--- src/jls_pkg.sv ---
/*
  Constants, register map and state types of the converter link shell.
  Assumes a single 10 MHz clock that serves as link clock and register clock.
*/
`default_nettype none

package jls_pkg;

  // ****************************************************************
  // Datapath shape
  // ****************************************************************
  localparam int LANES  = 2;
  localparam int WORD_W = 32;
  localparam int OCT_N  = 4;
  localparam int ADDR_W = 8;
  localparam int MF_W   = 12;
  localparam int RBD_W  = 10;
  localparam int SCR_W  = 15;
  localparam logic [7:0] K28_5 = 8'hBC;
  localparam logic [2:0] RX_K_NEEDED = 3'h4;

  // ****************************************************************
  // Register offsets
  // ****************************************************************
  localparam logic [ADDR_W-1:0] OFS_CTRL   = 8'h00;
  localparam logic [ADDR_W-1:0] OFS_CFG0   = 8'h04;
  localparam logic [ADDR_W-1:0] OFS_CFG1   = 8'h08;
  localparam logic [ADDR_W-1:0] OFS_DELAY  = 8'h0C;
  localparam logic [ADDR_W-1:0] OFS_STATUS = 8'h10;

  // ****************************************************************
  // Field positions and masks
  // ****************************************************************
  localparam int CTRL_TX_EN  = 0;
  localparam int CTRL_RX_EN  = 1;
  localparam int CTRL_SCR_EN = 2;
  localparam logic [31:0] CTRL_MASK  = 32'h0000_0007;
  localparam int CFG0_F_LSB  = 0;
  localparam int CFG0_F_W    = 8;
  localparam int CFG0_K_LSB  = 8;
  localparam int CFG0_K_W    = 5;
  localparam logic [31:0] CFG0_MASK  = 32'hFF1F_1FFF;
  localparam logic [31:0] CFG1_MASK  = 32'h101F_1F1F;
  localparam int DLY_RBD_LSB = 0;
  localparam int DLY_ADJ_LSB = 16;
  localparam logic [31:0] DELAY_MASK = 32'h03FF_03FF;
  localparam int ST_TX_LSB   = 0;
  localparam int ST_RX_LSB   = 4;
  localparam int ST_SYSREF   = 9;
  localparam int ST_TX_RDY   = 10;
  localparam int ST_RX_VLD   = 11;
  localparam int ST_LMFC_LSB = 16;

  // ****************************************************************
  // Reset values
  // ****************************************************************
  localparam logic [31:0] CTRL_RST  = 32'h0000_0000;
  localparam logic [31:0] CFG0_RST  = 32'h0101_1F01;
  localparam logic [31:0] CFG1_RST  = 32'h0000_0F0F;
  localparam logic [31:0] DELAY_RST = 32'h0000_0000;

  // ****************************************************************
  // State types
  // ****************************************************************
  typedef enum logic [2:0] {
    TX_RESET = 3'h1,
    TX_CGS   = 3'h2,
    TX_DATA  = 3'h4
  } jls_tx_state_type;

  typedef enum logic [4:0] {
    RX_RESET = 5'h01,
    RX_CGS   = 5'h02,
    RX_ALIGN = 5'h04,
    RX_DELAY = 5'h08,
    RX_DATA  = 5'h10
  } jls_rx_state_type;

  typedef struct packed {
    logic [31:0]                       ctrl;
    logic [31:0]                       cfg0;
    logic [31:0]                       cfg1;
    logic [31:0]                       delay;
    logic [31:0]                       sh_cfg0;
    logic [31:0]                       sh_delay;
    logic                              sh_scr;
    logic [31:0]                       prdata;
    logic                              pready;
    logic                              pslverr;
    logic [2:0]                        sysref_sync;
    logic [1:0]                        syncn_sync;
    logic                              sysref_seen;
    logic [MF_W-1:0]                   lmfc_count;
    logic [RBD_W-1:0]                  rbd_count;
    logic [RBD_W-1:0]                  adj_count;
    jls_tx_state_type                  tx_state;
    jls_rx_state_type                  rx_state;
    logic [2:0]                        rx_kcount;
    logic [LANES-1:0][SCR_W-1:0]       tx_scr;
    logic [LANES-1:0][SCR_W-1:0]       rx_scr;
    logic [LANES*WORD_W-1:0]           tx_lane_data;
    logic [LANES*OCT_N-1:0]            tx_lane_k;
    logic                              tx_ready;
    logic [LANES*WORD_W-1:0]           rx_data;
    logic                              rx_valid;
    logic                              rx_sync_n;
  } jls_state_type;

endpackage

`default_nettype wire

--- src/jls_link_shell.sv ---
/*
  Converter link shell: transmit and receive link layer with APB register port.
  Assumes one clock for link and registers, a PHY doing 8B/10B, alignment and
  serialisation, and transport logic that supplies a word every cycle.
*/
// Decided for this implementation: the APB slave port and the register addresses.
`default_nettype none

module jls_link_shell (
  input  wire logic                                       I_CLK,
  input  wire logic                                       I_RESET,
  input  wire logic                                       I_PSEL,
  input  wire logic                                       I_PENABLE,
  input  wire logic                                       I_PWRITE,
  input  wire logic [jls_pkg::ADDR_W-1:0]                 I_PADDR,
  input  wire logic [31:0]                                I_PWDATA,
  output logic      [31:0]                                O_PRDATA,
  output logic                                            O_PREADY,
  output logic                                            O_PSLVERR,
  input  wire logic                                       I_SYSREF,
  input  wire logic                                       I_SYNC_N,
  output logic                                            O_SYNC_N,
  input  wire logic [jls_pkg::LANES*jls_pkg::WORD_W-1:0]  I_TX_DATA,
  output logic                                            O_TX_LINK_READY,
  output logic      [jls_pkg::LANES*jls_pkg::WORD_W-1:0]  O_TX_LANE_DATA,
  output logic      [jls_pkg::LANES*jls_pkg::OCT_N-1:0]   O_TX_LANE_K,
  input  wire logic [jls_pkg::LANES*jls_pkg::WORD_W-1:0]  I_RX_LANE_DATA,
  input  wire logic [jls_pkg::LANES*jls_pkg::OCT_N-1:0]   I_RX_LANE_K,
  output logic      [jls_pkg::LANES*jls_pkg::WORD_W-1:0]  O_RX_DATA,
  output logic                                            O_RX_VALID
);
  import jls_pkg::*;

  // ****************************************************************
  // Declarations
  // ****************************************************************
  jls_state_type                  state_reg;
  jls_state_type                  state_next;
  logic [LANES-1:0][46:0]         tx_scr_res;
  logic [LANES-1:0][46:0]         rx_scr_res;
  logic [LANES-1:0]               rx_lane_k_all;
  logic                           rx_all_k;
  logic                           addr_hit;
  logic [31:0]                    rd_mux;
  logic [31:0]                    status_word;
  logic                           sysref_edge;
  logic                           sync_n_in;
  logic [15:0]                    mf_prod;
  logic [MF_W-1:0]                mf_last;
  logic                           lmfc_wrap;
  logic [CFG0_F_W-1:0]            f_m1;
  logic [CFG0_K_W-1:0]            k_m1;
  logic [RBD_W-1:0]               rbd_value;
  logic [RBD_W-1:0]               adj_value;

  // ****************************************************************
  // Self-synchronous scrambler, 1 + x^14 + x^15, first octet first
  // ****************************************************************
  function automatic logic [46:0] scr_word(input logic [31:0] din,
                                           input logic [14:0] st,
                                           input logic        descr);
    logic [14:0] s;
    logic [31:0] q;
    logic        b;
    s = st;
    q = '0;
    for (int i = 31; i >= 0; i--) begin
      b    = din[i] ^ s[13] ^ s[14];
      q[i] = b;
      s    = {s[13:0], (descr ? din[i] : b)};
    end
    return {s, q};
  endfunction

  // ****************************************************************
  // Per-lane scrambling and comma detection
  // ****************************************************************
  for (genvar g = 0; g < LANES; g++) begin : g_lane
    assign tx_scr_res[g]    = scr_word(I_TX_DATA[g*WORD_W +: WORD_W],
                                       state_reg.tx_scr[g], 1'b0);
    assign rx_scr_res[g]    = scr_word(I_RX_LANE_DATA[g*WORD_W +: WORD_W],
                                       state_reg.rx_scr[g], 1'b1);
    assign rx_lane_k_all[g] = (I_RX_LANE_DATA[g*WORD_W +: WORD_W] == {OCT_N{K28_5}})
                              && (I_RX_LANE_K[g*OCT_N +: OCT_N] == {OCT_N{1'b1}});
  end
  assign rx_all_k = &rx_lane_k_all;

  // ****************************************************************
  // Shadowed configuration and multiframe length
  // ****************************************************************
  assign f_m1      = state_reg.sh_cfg0[CFG0_F_LSB +: CFG0_F_W];
  assign k_m1      = state_reg.sh_cfg0[CFG0_K_LSB +: CFG0_K_W];
  assign rbd_value = state_reg.sh_delay[DLY_RBD_LSB +: RBD_W];
  assign adj_value = state_reg.sh_delay[DLY_ADJ_LSB +: RBD_W];
  assign mf_prod   = ({8'h00, f_m1} + 16'h0001) * ({11'h000, k_m1} + 16'h0001);
  assign mf_last   = (mf_prod[15:2] == 14'h0000) ? '0 : MF_W'(mf_prod[15:2] - 14'h0001);
  assign lmfc_wrap = (state_reg.lmfc_count >= mf_last);

  // ****************************************************************
  // Synchronised pins
  // ****************************************************************
  assign sysref_edge = state_reg.sysref_sync[1] & ~state_reg.sysref_sync[2];
  assign sync_n_in   = state_reg.syncn_sync[1];

  // ****************************************************************
  // Register read decode
  // ****************************************************************
  always_comb begin
    status_word = '0;
    status_word[ST_TX_LSB +: 3]     = state_reg.tx_state;
    status_word[ST_RX_LSB +: 5]     = state_reg.rx_state;
    status_word[ST_SYSREF]          = state_reg.sysref_seen;
    status_word[ST_TX_RDY]          = state_reg.tx_ready;
    status_word[ST_RX_VLD]          = state_reg.rx_valid;
    status_word[ST_LMFC_LSB +: MF_W] = state_reg.lmfc_count;
    addr_hit = 1'b1;
    unique case (I_PADDR)
      OFS_CTRL:   rd_mux = state_reg.ctrl;
      OFS_CFG0:   rd_mux = state_reg.cfg0;
      OFS_CFG1:   rd_mux = state_reg.cfg1;
      OFS_DELAY:  rd_mux = state_reg.delay;
      OFS_STATUS: rd_mux = status_word;
      default: begin
        rd_mux   = '0;
        addr_hit = 1'b0;
      end
    endcase
  end

  // ****************************************************************
  // Next state
  // ****************************************************************
  always_comb begin
    state_next = state_reg;

    // APB slave
    state_next.pready  = 1'b0;
    state_next.pslverr = 1'b0;
    if (I_PSEL && !I_PENABLE && I_PWRITE) begin
      state_next.pready  = 1'b1;
      state_next.pslverr = ~addr_hit;
    end
    if (I_PSEL && I_PENABLE && !I_PWRITE && !state_reg.pready) begin
      state_next.pready  = 1'b1;
      state_next.pslverr = ~addr_hit;
      state_next.prdata  = rd_mux;
    end
    if (I_PSEL && I_PENABLE && I_PWRITE && state_reg.pready) begin
      unique case (I_PADDR)
        OFS_CTRL:  state_next.ctrl  = I_PWDATA & CTRL_MASK;
        OFS_CFG0:  state_next.cfg0  = I_PWDATA & CFG0_MASK;
        OFS_CFG1:  state_next.cfg1  = I_PWDATA & CFG1_MASK;
        OFS_DELAY: state_next.delay = I_PWDATA & DELAY_MASK;
        default: begin
        end
      endcase
    end

    // Configuration shadow, loaded only while both links are held in reset
    if (!state_reg.ctrl[CTRL_TX_EN] && !state_reg.ctrl[CTRL_RX_EN]) begin
      state_next.sh_cfg0  = state_reg.cfg0;
      state_next.sh_delay = state_reg.delay;
      state_next.sh_scr   = state_reg.ctrl[CTRL_SCR_EN];
    end

    // Pin synchronisers
    state_next.sysref_sync = {state_reg.sysref_sync[1:0], I_SYSREF};
    state_next.syncn_sync  = {state_reg.syncn_sync[0], I_SYNC_N};

    // Multiframe counter with delayed SYSREF alignment
    state_next.lmfc_count = lmfc_wrap ? '0 : state_reg.lmfc_count + MF_W'(1);
    if (state_reg.adj_count != '0) begin
      state_next.adj_count = state_reg.adj_count - RBD_W'(1);
      if (state_reg.adj_count == RBD_W'(1)) begin
        state_next.lmfc_count = '0;
      end
    end
    if (sysref_edge) begin
      state_next.sysref_seen = 1'b1;
      if (adj_value == '0) begin
        state_next.lmfc_count = '0;
      end else begin
        state_next.adj_count = adj_value;
      end
    end

    // Transmit link
    state_next.tx_ready     = 1'b0;
    state_next.tx_lane_k    = '0;
    state_next.tx_lane_data = '0;
    unique case (state_reg.tx_state)
      TX_RESET: begin
        if (state_reg.ctrl[CTRL_TX_EN]) begin
          state_next.tx_state = TX_CGS;
        end
      end
      TX_CGS: begin
        state_next.tx_lane_data = {(LANES*OCT_N){K28_5}};
        state_next.tx_lane_k    = '1;
        if (sync_n_in && lmfc_wrap) begin
          state_next.tx_state = TX_DATA;
        end
      end
      TX_DATA: begin
        state_next.tx_ready = 1'b1;
        for (int l = 0; l < LANES; l++) begin
          if (state_reg.sh_scr) begin
            state_next.tx_lane_data[l*WORD_W +: WORD_W] = tx_scr_res[l][31:0];
            state_next.tx_scr[l] = tx_scr_res[l][46:32];
          end else begin
            state_next.tx_lane_data[l*WORD_W +: WORD_W] = I_TX_DATA[l*WORD_W +: WORD_W];
          end
        end
        if (!sync_n_in) begin
          state_next.tx_state = TX_CGS;
          state_next.tx_ready = 1'b0;
        end
      end
    endcase
    if (!state_reg.ctrl[CTRL_TX_EN]) begin
      state_next.tx_state     = TX_RESET;
      state_next.tx_ready     = 1'b0;
      state_next.tx_lane_k    = '0;
      state_next.tx_lane_data = '0;
      state_next.tx_scr       = '0;
    end

    // Receive link
    state_next.rx_valid = 1'b0;
    unique case (state_reg.rx_state)
      RX_RESET: begin
        state_next.rx_sync_n = 1'b1;
        state_next.rx_kcount = '0;
        if (state_reg.ctrl[CTRL_RX_EN]) begin
          state_next.rx_state = RX_CGS;
        end
      end
      RX_CGS: begin
        state_next.rx_sync_n = 1'b0;
        if (rx_all_k) begin
          state_next.rx_kcount = state_reg.rx_kcount + 3'h1;
          if (state_reg.rx_kcount == RX_K_NEEDED - 3'h1) begin
            state_next.rx_state  = RX_ALIGN;
            state_next.rx_sync_n = 1'b1;
          end
        end else begin
          state_next.rx_kcount = '0;
        end
      end
      RX_ALIGN: begin
        if (lmfc_wrap) begin
          state_next.rbd_count = '0;
          state_next.rx_state  = RX_DELAY;
        end
      end
      RX_DELAY: begin
        if (state_reg.rbd_count >= rbd_value) begin
          state_next.rx_state = RX_DATA;
        end else begin
          state_next.rbd_count = state_reg.rbd_count + RBD_W'(1);
        end
      end
      RX_DATA: begin
        state_next.rx_valid = 1'b1;
        for (int l = 0; l < LANES; l++) begin
          if (state_reg.sh_scr) begin
            state_next.rx_data[l*WORD_W +: WORD_W] = rx_scr_res[l][31:0];
            state_next.rx_scr[l] = rx_scr_res[l][46:32];
          end else begin
            state_next.rx_data[l*WORD_W +: WORD_W] = I_RX_LANE_DATA[l*WORD_W +: WORD_W];
          end
        end
        if (rx_all_k) begin
          state_next.rx_state  = RX_CGS;
          state_next.rx_valid  = 1'b0;
          state_next.rx_kcount = 3'h1;
        end
      end
    endcase
    if (!state_reg.ctrl[CTRL_RX_EN]) begin
      state_next.rx_state  = RX_RESET;
      state_next.rx_valid  = 1'b0;
      state_next.rx_sync_n = 1'b1;
      state_next.rx_scr    = '0;
    end
  end

  // ****************************************************************
  // State register
  // ****************************************************************
  always_ff @(posedge I_CLK or posedge I_RESET) begin
    if (I_RESET) begin
      state_reg             <= '0;
      state_reg.ctrl        <= CTRL_RST;
      state_reg.cfg0        <= CFG0_RST;
      state_reg.cfg1        <= CFG1_RST;
      state_reg.delay       <= DELAY_RST;
      state_reg.sh_cfg0     <= CFG0_RST;
      state_reg.sh_delay    <= DELAY_RST;
      state_reg.syncn_sync  <= 2'h3;
      state_reg.tx_state    <= TX_RESET;
      state_reg.rx_state    <= RX_RESET;
      state_reg.rx_sync_n   <= 1'b1;
    end else begin
      state_reg <= state_next;
    end
  end

  // ****************************************************************
  // Outputs
  // ****************************************************************
  assign O_PRDATA        = state_reg.prdata;
  assign O_PREADY        = state_reg.pready;
  assign O_PSLVERR       = state_reg.pslverr;
  assign O_SYNC_N        = state_reg.rx_sync_n;
  assign O_TX_LINK_READY = state_reg.tx_ready;
  assign O_TX_LANE_DATA  = state_reg.tx_lane_data;
  assign O_TX_LANE_K     = state_reg.tx_lane_k;
  assign O_RX_DATA       = state_reg.rx_data;
  assign O_RX_VALID      = state_reg.rx_valid;

endmodule

`default_nettype wire

--- config.mk ---
export PLATFORM = sky130hd
export DESIGN_NAME = jls_link_shell
export DESIGN_NICKNAME = d
export VERILOG_FILES = /design/src/jls_pkg.sv /design/src/jls_link_shell.sv
export SDC_FILE = /design/constraint.sdc
export NUM_CORES = 1
export LEC_CHECK = 0
export BUFFER_PORTS_ARGS = -buffer_cell sky130_fd_sc_hd__buf_2
export CAP_MARGIN = 20
export CORE_AREA = 2 2 218 220
export CTS_CLUSTER_DIAMETER = 40
export DETAILED_ROUTE_END_ITERATION = 8
export DIE_AREA = 0 0 220 222
export HOLD_SLACK_MARGIN = 0.06
export MAX_ROUTING_LAYER = met4
export PLACE_DENSITY = 0.74
export SLEW_MARGIN = 10
export SYNTH_ARGS = -nofsm -noshare
export SYNTH_HDL_FRONTEND = slang
export SYNTH_SLANG_ARGS = --single-unit
export TNS_END_PERCENT = 50
--- constraint.sdc ---
create_clock -name I_CLK -period 29.9 [get_ports I_CLK]
set_input_delay 5.98 -clock I_CLK [delete_from_list [all_inputs] [get_ports I_CLK]]
set_output_delay 5.98 -clock I_CLK [all_outputs]
set_load 0.005 [all_outputs]
==> run metrics, run 1 <==
run status=complete, no violations; Leak Pwr=12.2 nW; Clock power frac=53.4%; first-pass GRT wire length=89.3 mm; slew margin rel.=29.4%; CTS Buffer Depth=3; R2R Setup Slk=21.90 ns; largest net degree at the start of global routing=132; dpl cell area=22700 sq um; Cells after DPL=2894; initial antenna violation count=12; Place WS=20.46 ns; aggregate global-route resource usage=23.7%; kind of critical path=input pin to flop; TritonCTS clock tree=built; Pwr Total=0.00139 W; PwrDens=55.5 nW/um^2; Buffers on Ports=349; wire length per cell=18.6 um; CTS Root Buffer Type=clkbuf_16; synthesized cell area=21700 sq um; Tmin final=8.90 ns; required time of the worst setup path=30.35 ns; Num CTS Buffers=60; synthesis-stage register bit count=371; vias per inst=5.31; Sw Share=26.1%; post-route ant nets=0; grt ovf=0; asr flop ratio synth=100%; Die Y=222 um; CP Launch Point=I_PADDR[1]; RR Startpoint=k_m1[0]; Yosys cell types=68; Largest register FFs=172; clk_lat worst skew=0.62 ns; share of cells above drive strength 1=26.2%; CP arrival=9.36 ns; boundary pin count=356; reg2reg path depth=26; CP endpoint kind=flop; non-filler cells, final=3026; initial core utilization=46.9%; Seq/Total Area, Yosys=42.9%; Setup TNS=0 ns; internal power=0.00103 W; Worst Tran Pin Value=1.06 ns; CP startpoint kind=input pin; Hold Fails Final Rpt=0; clock sinks=371; EDFF count, synth=0; area of the die=48800 sq um; Final Cycle Share=29.8%; vias in the first global route=16800; DRC=0; nets=2620; core area=46300 sq um; die width=220 um; Final WS setup=21.00 ns; synthesized area per cell=9.87 sq um; Syn Inst Count=2198; area grow syn2layout=15.3%; cell area after layout=25000 sq um; Post-CTS Setup Bufs=0; Final Max Tran Viols=0; reg-to-reg endpoint=state_reg[220]; Psw=0.000363 W; Peak VDD IR=0.0522 mV; Top FF cell, synth=dfrtp_1; FMAX=112 MHz; DPL Wire Length=39.9 mm; CTS Hold Buffers Added=0; DR vias=16100; setup violators final=0; drt first pass iters=6; RSZ-0062 raised after global routing=no; final wirelength=56.4 mm; Row Count=79; Iter 0 DRT Violations=1107; Seq pwr share=38.2%; max_cap viols=0; CTS-repair resized insts=0; CP endpoint=state_reg[391]; Final GP Congestion=0.919; YS warnings=0; htree depth=2; Gate power share=8.4%; Crit Path Max Fanout=16; clk slew on worst S/H paths=0.05 ns; clk_skew=0.0536 ns; Hold WC Path Type=flop to flop
-- synthesized netlist by cell type (12+ instances only) --
cell / instances / area share (%)
ha_1: 53 / 3.1
nand3_1: 35 / 0.81
mux2i_1: 18 / 0.83
a21o_1: 26 / 0.90
nor3_1: 13 / 0.30
dfstp_2: 27 / 3.3
xnor2_1: 125 / 5.0
dfrtp_1: 344 / 40
nor2_1: 165 / 2.9
nand2_1: 251 / 4.3
a21oi_1: 87 / 2.0
mux2_2: 90 / 4.7
xor2_1: 249 / 10
inv_1: 70 / 1.2
a22o_1: 31 / 1.3
nand4_1: 12 / 0.35
fa_1: 29 / 2.7
o21ai_0: 115 / 2.7
clkbuf_1: 100 / 1.7
or2_2: 15 / 0.43
buf_4: 171 / 5.9
nor2b_1: 12 / 0.35
a22oi_1: 12 / 0.42
-- metrics by stage --
| step | util [%] | hold slack (ns) |
|---|---|---|
| after floorplan | - | 0.331 |
| after global placement | 49.0 | 0.337 |
| after detailed placement | 49.0 | 0.336 |
| after CTS | 53.8 | 0.348 |
| after global routing | 54.1 | 0.364 |
| final | 54.1 | 0.344 |
-- power by group through the flow --
stage                     Clock, W  Sequential, W  Combinational, W
after floorplan                  0       0.000535         0.0000781
after global placement           0       0.000537          0.000112
after detailed placement         0       0.000538          0.000115
after CTS                 0.000753       0.000530          0.000116
after global routing      0.000775       0.000532          0.000129
final                     0.000742       0.000530          0.000116
-- routing by layer --
layer	global-route usage [%]	up-vias	routed length [um]
li1	-	7461	-
met1	28.4	7917	22800
met2	38.2	565	27200
met3	6.31	130	4550
met4	9.03	0	1830
met5	-	-	0
-- cells in the final DEF, fill, tap and decap left out, types with 8 or more instances in the layout --
master      netlist  routed
a21o_1           26      26
nand3_1          35      35
nor2_1          165     164
a31oi_1           8       8
dfstp_2          27      27
a22o_1           31      31
a21oi_1          87      86
diode_2           0      12
a22oi_1          12      12
clkinvlp_4        0       8
or2_2            15      15
nor4_1           10      10
clkbuf_16         0      62
and2_1           11      10
and3_1           11      11
inv_1            70      69
nand2b_1         11      11
inv_8             0      11
nor3_1           13      13
nand2_1         251     251
nand4_1          12      12
mux2_2           90      90
xnor2_1         125     125
buf_2             5     349
mux2i_1          18      18
xor2_1          249     249
ha_1             53      53
o21ai_0         115     114
inv_6             0       9
a221oi_1         11      11
buf_4           171      17
fa_1             29      29
nor2b_1          12      12
clkinv_4          0       8
dfrtp_1         344     343
-- worst min-delay path by stage --
stage | startpoint | depth (start not counted) | slack [ns] | to
after floorplan | state_next[246] | 0 | 0.33 | state_next[247]
after global placement | state_next[246] | 0 | 0.34 | state_next[247]
after detailed placement | state_next[246] | 0 | 0.34 | state_next[247]
after CTS | state_next[246] | 0 | 0.35 | state_next[247]
after global routing | state_next[244] | 0 | 0.36 | state_reg[244]
final | state_next[246] | 0 | 0.34 | state_next[247]
-- final cells by class --
| type | count | area (sq um) |
|---|---|---|
| Fill cell | 4004 | 21300 |
| Multi-Input combinational cell | 1479 | 10400 |
| Sequential cell | 371 | 9320 |
| Timing Repair Buffer | 372 | 1990 |
| Clock buffer | 67 | 1590 |
| Tap cell | 607 | 759 |
| Clock inverter | 47 | 604 |
| Inverter | 71 | 274 |
| Antenna cell | 12 | 30.0 |
-- worst max-delay path: stages --
cell and delay [ns]:
buf_2 0.09, or4_1 0.56, nor3_2 0.24, nand2_1 0.43
nor2_1 0.68, and2_1 0.93, mux2_2 0.43
-- cells by family after synthesis --
family                     after synthesis  synth area share (%)
AOI/OAI and AO/OA                      329                  9.57
xor gates and xnor gates               374                  15.1
adders and majority gates               82                  5.73
buffers and inverters                  350                  9.04
DFF                                    371                  42.9
muxes                                  109                  5.55
other                                    1                0.0173
and+or+nand+nor                        582                  12.0
Power figures use the tool's default switching activity.
==> inputs of run 2 (changes only) <==
==> constraint.sdc (replaced) <==
create_clock -name I_CLK -period 8.5 [get_ports I_CLK]
set_input_delay 1.7 -clock I_CLK [delete_from_list [all_inputs] [get_ports I_CLK]]
set_output_delay 1.7 -clock I_CLK [all_outputs]
set_load 0.005 [all_outputs]
==> run 2 against run 1 <==
Against the previous run: final cell count down 0.13%; clock skew down 0.013 ns; utilization decreased by 0.48 points; critical path depth rose by 19; first-iteration DRC count is 11% lower; count of clock-buffer cells in the layout rose by 1; non-clock buffer count fell by 2; clock power grew to 3.2 times the previous value; die area unchanged; largest power group unchanged; highest routed layer unchanged.
==> run metrics, run 2 (synthesis gave the netlist of run 1 again) <==
run status=complete, no violations; kind of critical path=flop to flop; CP arrival=8.29 ns (-1.07 ns); highest-count cells in the layout ignoring fill and taps=buf_2 (349), dfrtp_1 (343), nand2_1 (251); core area=46300 sq um (unchanged); drt first pass iters=5 (-1); initial core utilization=46.9% (unchanged); Peak VDD IR=0.154 mV (+190%); CTS Hold Buffers Added=0 (unchanged); DR vias=16100 (-0.13%); share of cells above drive strength 1=26.0% (-0.16 points); vias per inst=5.31 (about the same); reg2reg path depth=26 (unchanged); Final Cycle Share=91.3%; hold_sp=state_next[246]; area of the die=48800 sq um (unchanged); wire length per cell=18.3 um (-1.6%); boundary pin count=356 (unchanged); TritonCTS clock tree=built; setup violators final=0 (unchanged); required time of the worst setup path=9.03 ns (-21.32 ns); Final GP Congestion=0.906 (-1.3%); CP startpoint kind=flop; Largest register FFs=172 (unchanged); grt ovf=0 (unchanged); Iter 0 DRT Violations=980 (-11%); clock sinks=371 (unchanged); PwrDens=187 nW/um^2 (+240%); CP endpoint=state_reg[234]; post-route ant nets=0 (unchanged); die width=220 um (unchanged); clk_skew=0.0401 ns (-0.0135 ns); area grow syn2layout=14.2%; commonest non-fill, non-tap cell in the layout=buf_2; final wirelength=55.4 mm (-1.8%); RSZ-0062 raised after global routing=no; clk_lat worst skew=0.61 ns (about the same); Setup TNS=0 ns (unchanged); Fillers=4039 (+0.87%); max_cap viols=0 (unchanged); CTS-repair resized insts=0 (unchanged); Crit Path Max Fanout=12 (-4); largest net degree at the start of global routing=154 (+17%); R2R Setup Slk=0.74 ns (-21.16 ns); htree depth=2 (unchanged); Num CTS Buffers=59 (-1.7%); Row Count=79 (unchanged); CTS Root Buffer Type=clkbuf_16; DRC=0 (unchanged); Leak Pwr=12.1 nW (-0.70%); DPL Wire Length=39.4 mm (-1.5%); Final Max Tran Viols=0 (unchanged); Place WS=0.557 ns (-19.91 ns); aggregate global-route resource usage=23.3% (-0.47 points); FMAX=129 MHz; slew margin rel.=24.0% (-5.4 points); Hold Fails Final Rpt=0 (unchanged); CP Launch Point=k_m1[1]; clk slew on worst S/H paths=0.05 ns (about the same); reg-to-reg endpoint=state_reg[234]; Final WS setup=0.741 ns (-20.25 ns); CP endpoint kind=flop; first-pass GRT wire length=87.9 mm (-1.6%); vias in the first global route=16200 (-3.4%); Hold WC Path Type=flop to flop; Die Y=222 um (unchanged); nets=2617 (-0.11%); RR Startpoint=k_m1[1]; Tmin final=7.76 ns; Post-CTS Setup Bufs=0 (unchanged); Buffers on Ports=349 (unchanged); CTS Buffer Depth=3 (unchanged); Worst Tran Pin Value=1.14 ns (+0.0834 ns); initial antenna violation count=12 (unchanged)
[run 2: cell count changes in the layout (fill, tap and decap cells not counted), moves of 3 or more]
cell / change
inv_6: +8
clkinv_2: +8
inv_8: -7
clkinvlp_4: -3
bufinv_16: -6
[run 2: area by class of cell]
cell class / instances / area, sq um / share of cell area (%)
multi-input cells: 1479 / 10400 / 42.1
flip-flops and latches: 371 / 9320 / 37.6
repair buffers: 370 / 1990 / 8.03
clock buffers: 68 / 1570 / 6.34
well taps: 607 / 759 / 3.06
clock inverters: 44 / 403 / 1.63
inverters: 71 / 270 / 1.09
diodes: 12 / 30.0 / 0.121
[run 2: critical path, stage by stage, from the launching register on]
cell,delay [ns]
dfstp_2,0.56
ha_1,0.19
nand3_1,0.10
xor2_1,0.64
nor2_1,0.16
fa_1,0.54
fa_1,0.55
inv_1,0.06
fa_1,0.53
inv_1,0.04
ha_1,0.37
and2_4,0.19
a221oi_4,0.28
a21boi_2,0.10
or3_4,0.39
a2111oi_4,0.54
nand4_2,0.28
and2_1,0.24
ha_1,0.26
nand2b_1,0.14
a21o_1,0.18
a211oi_1,0.24
o31a_1,0.16
o21ai_0,0.13
buf_4,0.19
a221o_1,0.45
nor2_1,0.19
[run 2: routing by layer]
metal,GRT usage [%],part of all wire [%]
met1,29.5,42
met2,36.7,48
met3,5.68,7.4
met4,7.10,2.7
met5,-,0
[run 2: through the flow]
stage	hold slack (ns)	cell area, sq um	util (%)	total power (W)	instances
final	0.346	24800	53.6	0.00462	3022
after detailed placement	0.336	22700	49.1	0.00230	2894
after global routing	0.361	24800	53.6	0.00480	3022
after global placement	0.339	22700	49.0	0.00229	2893
after CTS	0.350	24700	53.3	0.00466	3006
after floorplan	0.331	21700	-	0.00216	2200
[run 2: report_power, final]
part           total, W  switching, W  internal [W]
registers       0.00187     0.0000425       0.00182
logic          0.000412      0.000235      0.000177
clock network   0.00235      0.000949       0.00140
total           0.00462       0.00123       0.00340
[run 2: how the worst min path moves through the flow]
| stage | cells past startpoint | end | slack, ns |
|---|---|---|---|
| 2_1_floorplan | 0 | state_next[247] | 0.33 |
| 3_3_place_gp | 0 | state_next[247] | 0.34 |
| 3_5_place_dp | 0 | state_next[247] | 0.34 |
| 4_1_cts | 0 | state_next[247] | 0.35 |
| 5_1_grt | 0 | state_reg[244] | 0.36 |
| 6_report | 0 | state_next[247] | 0.35 |
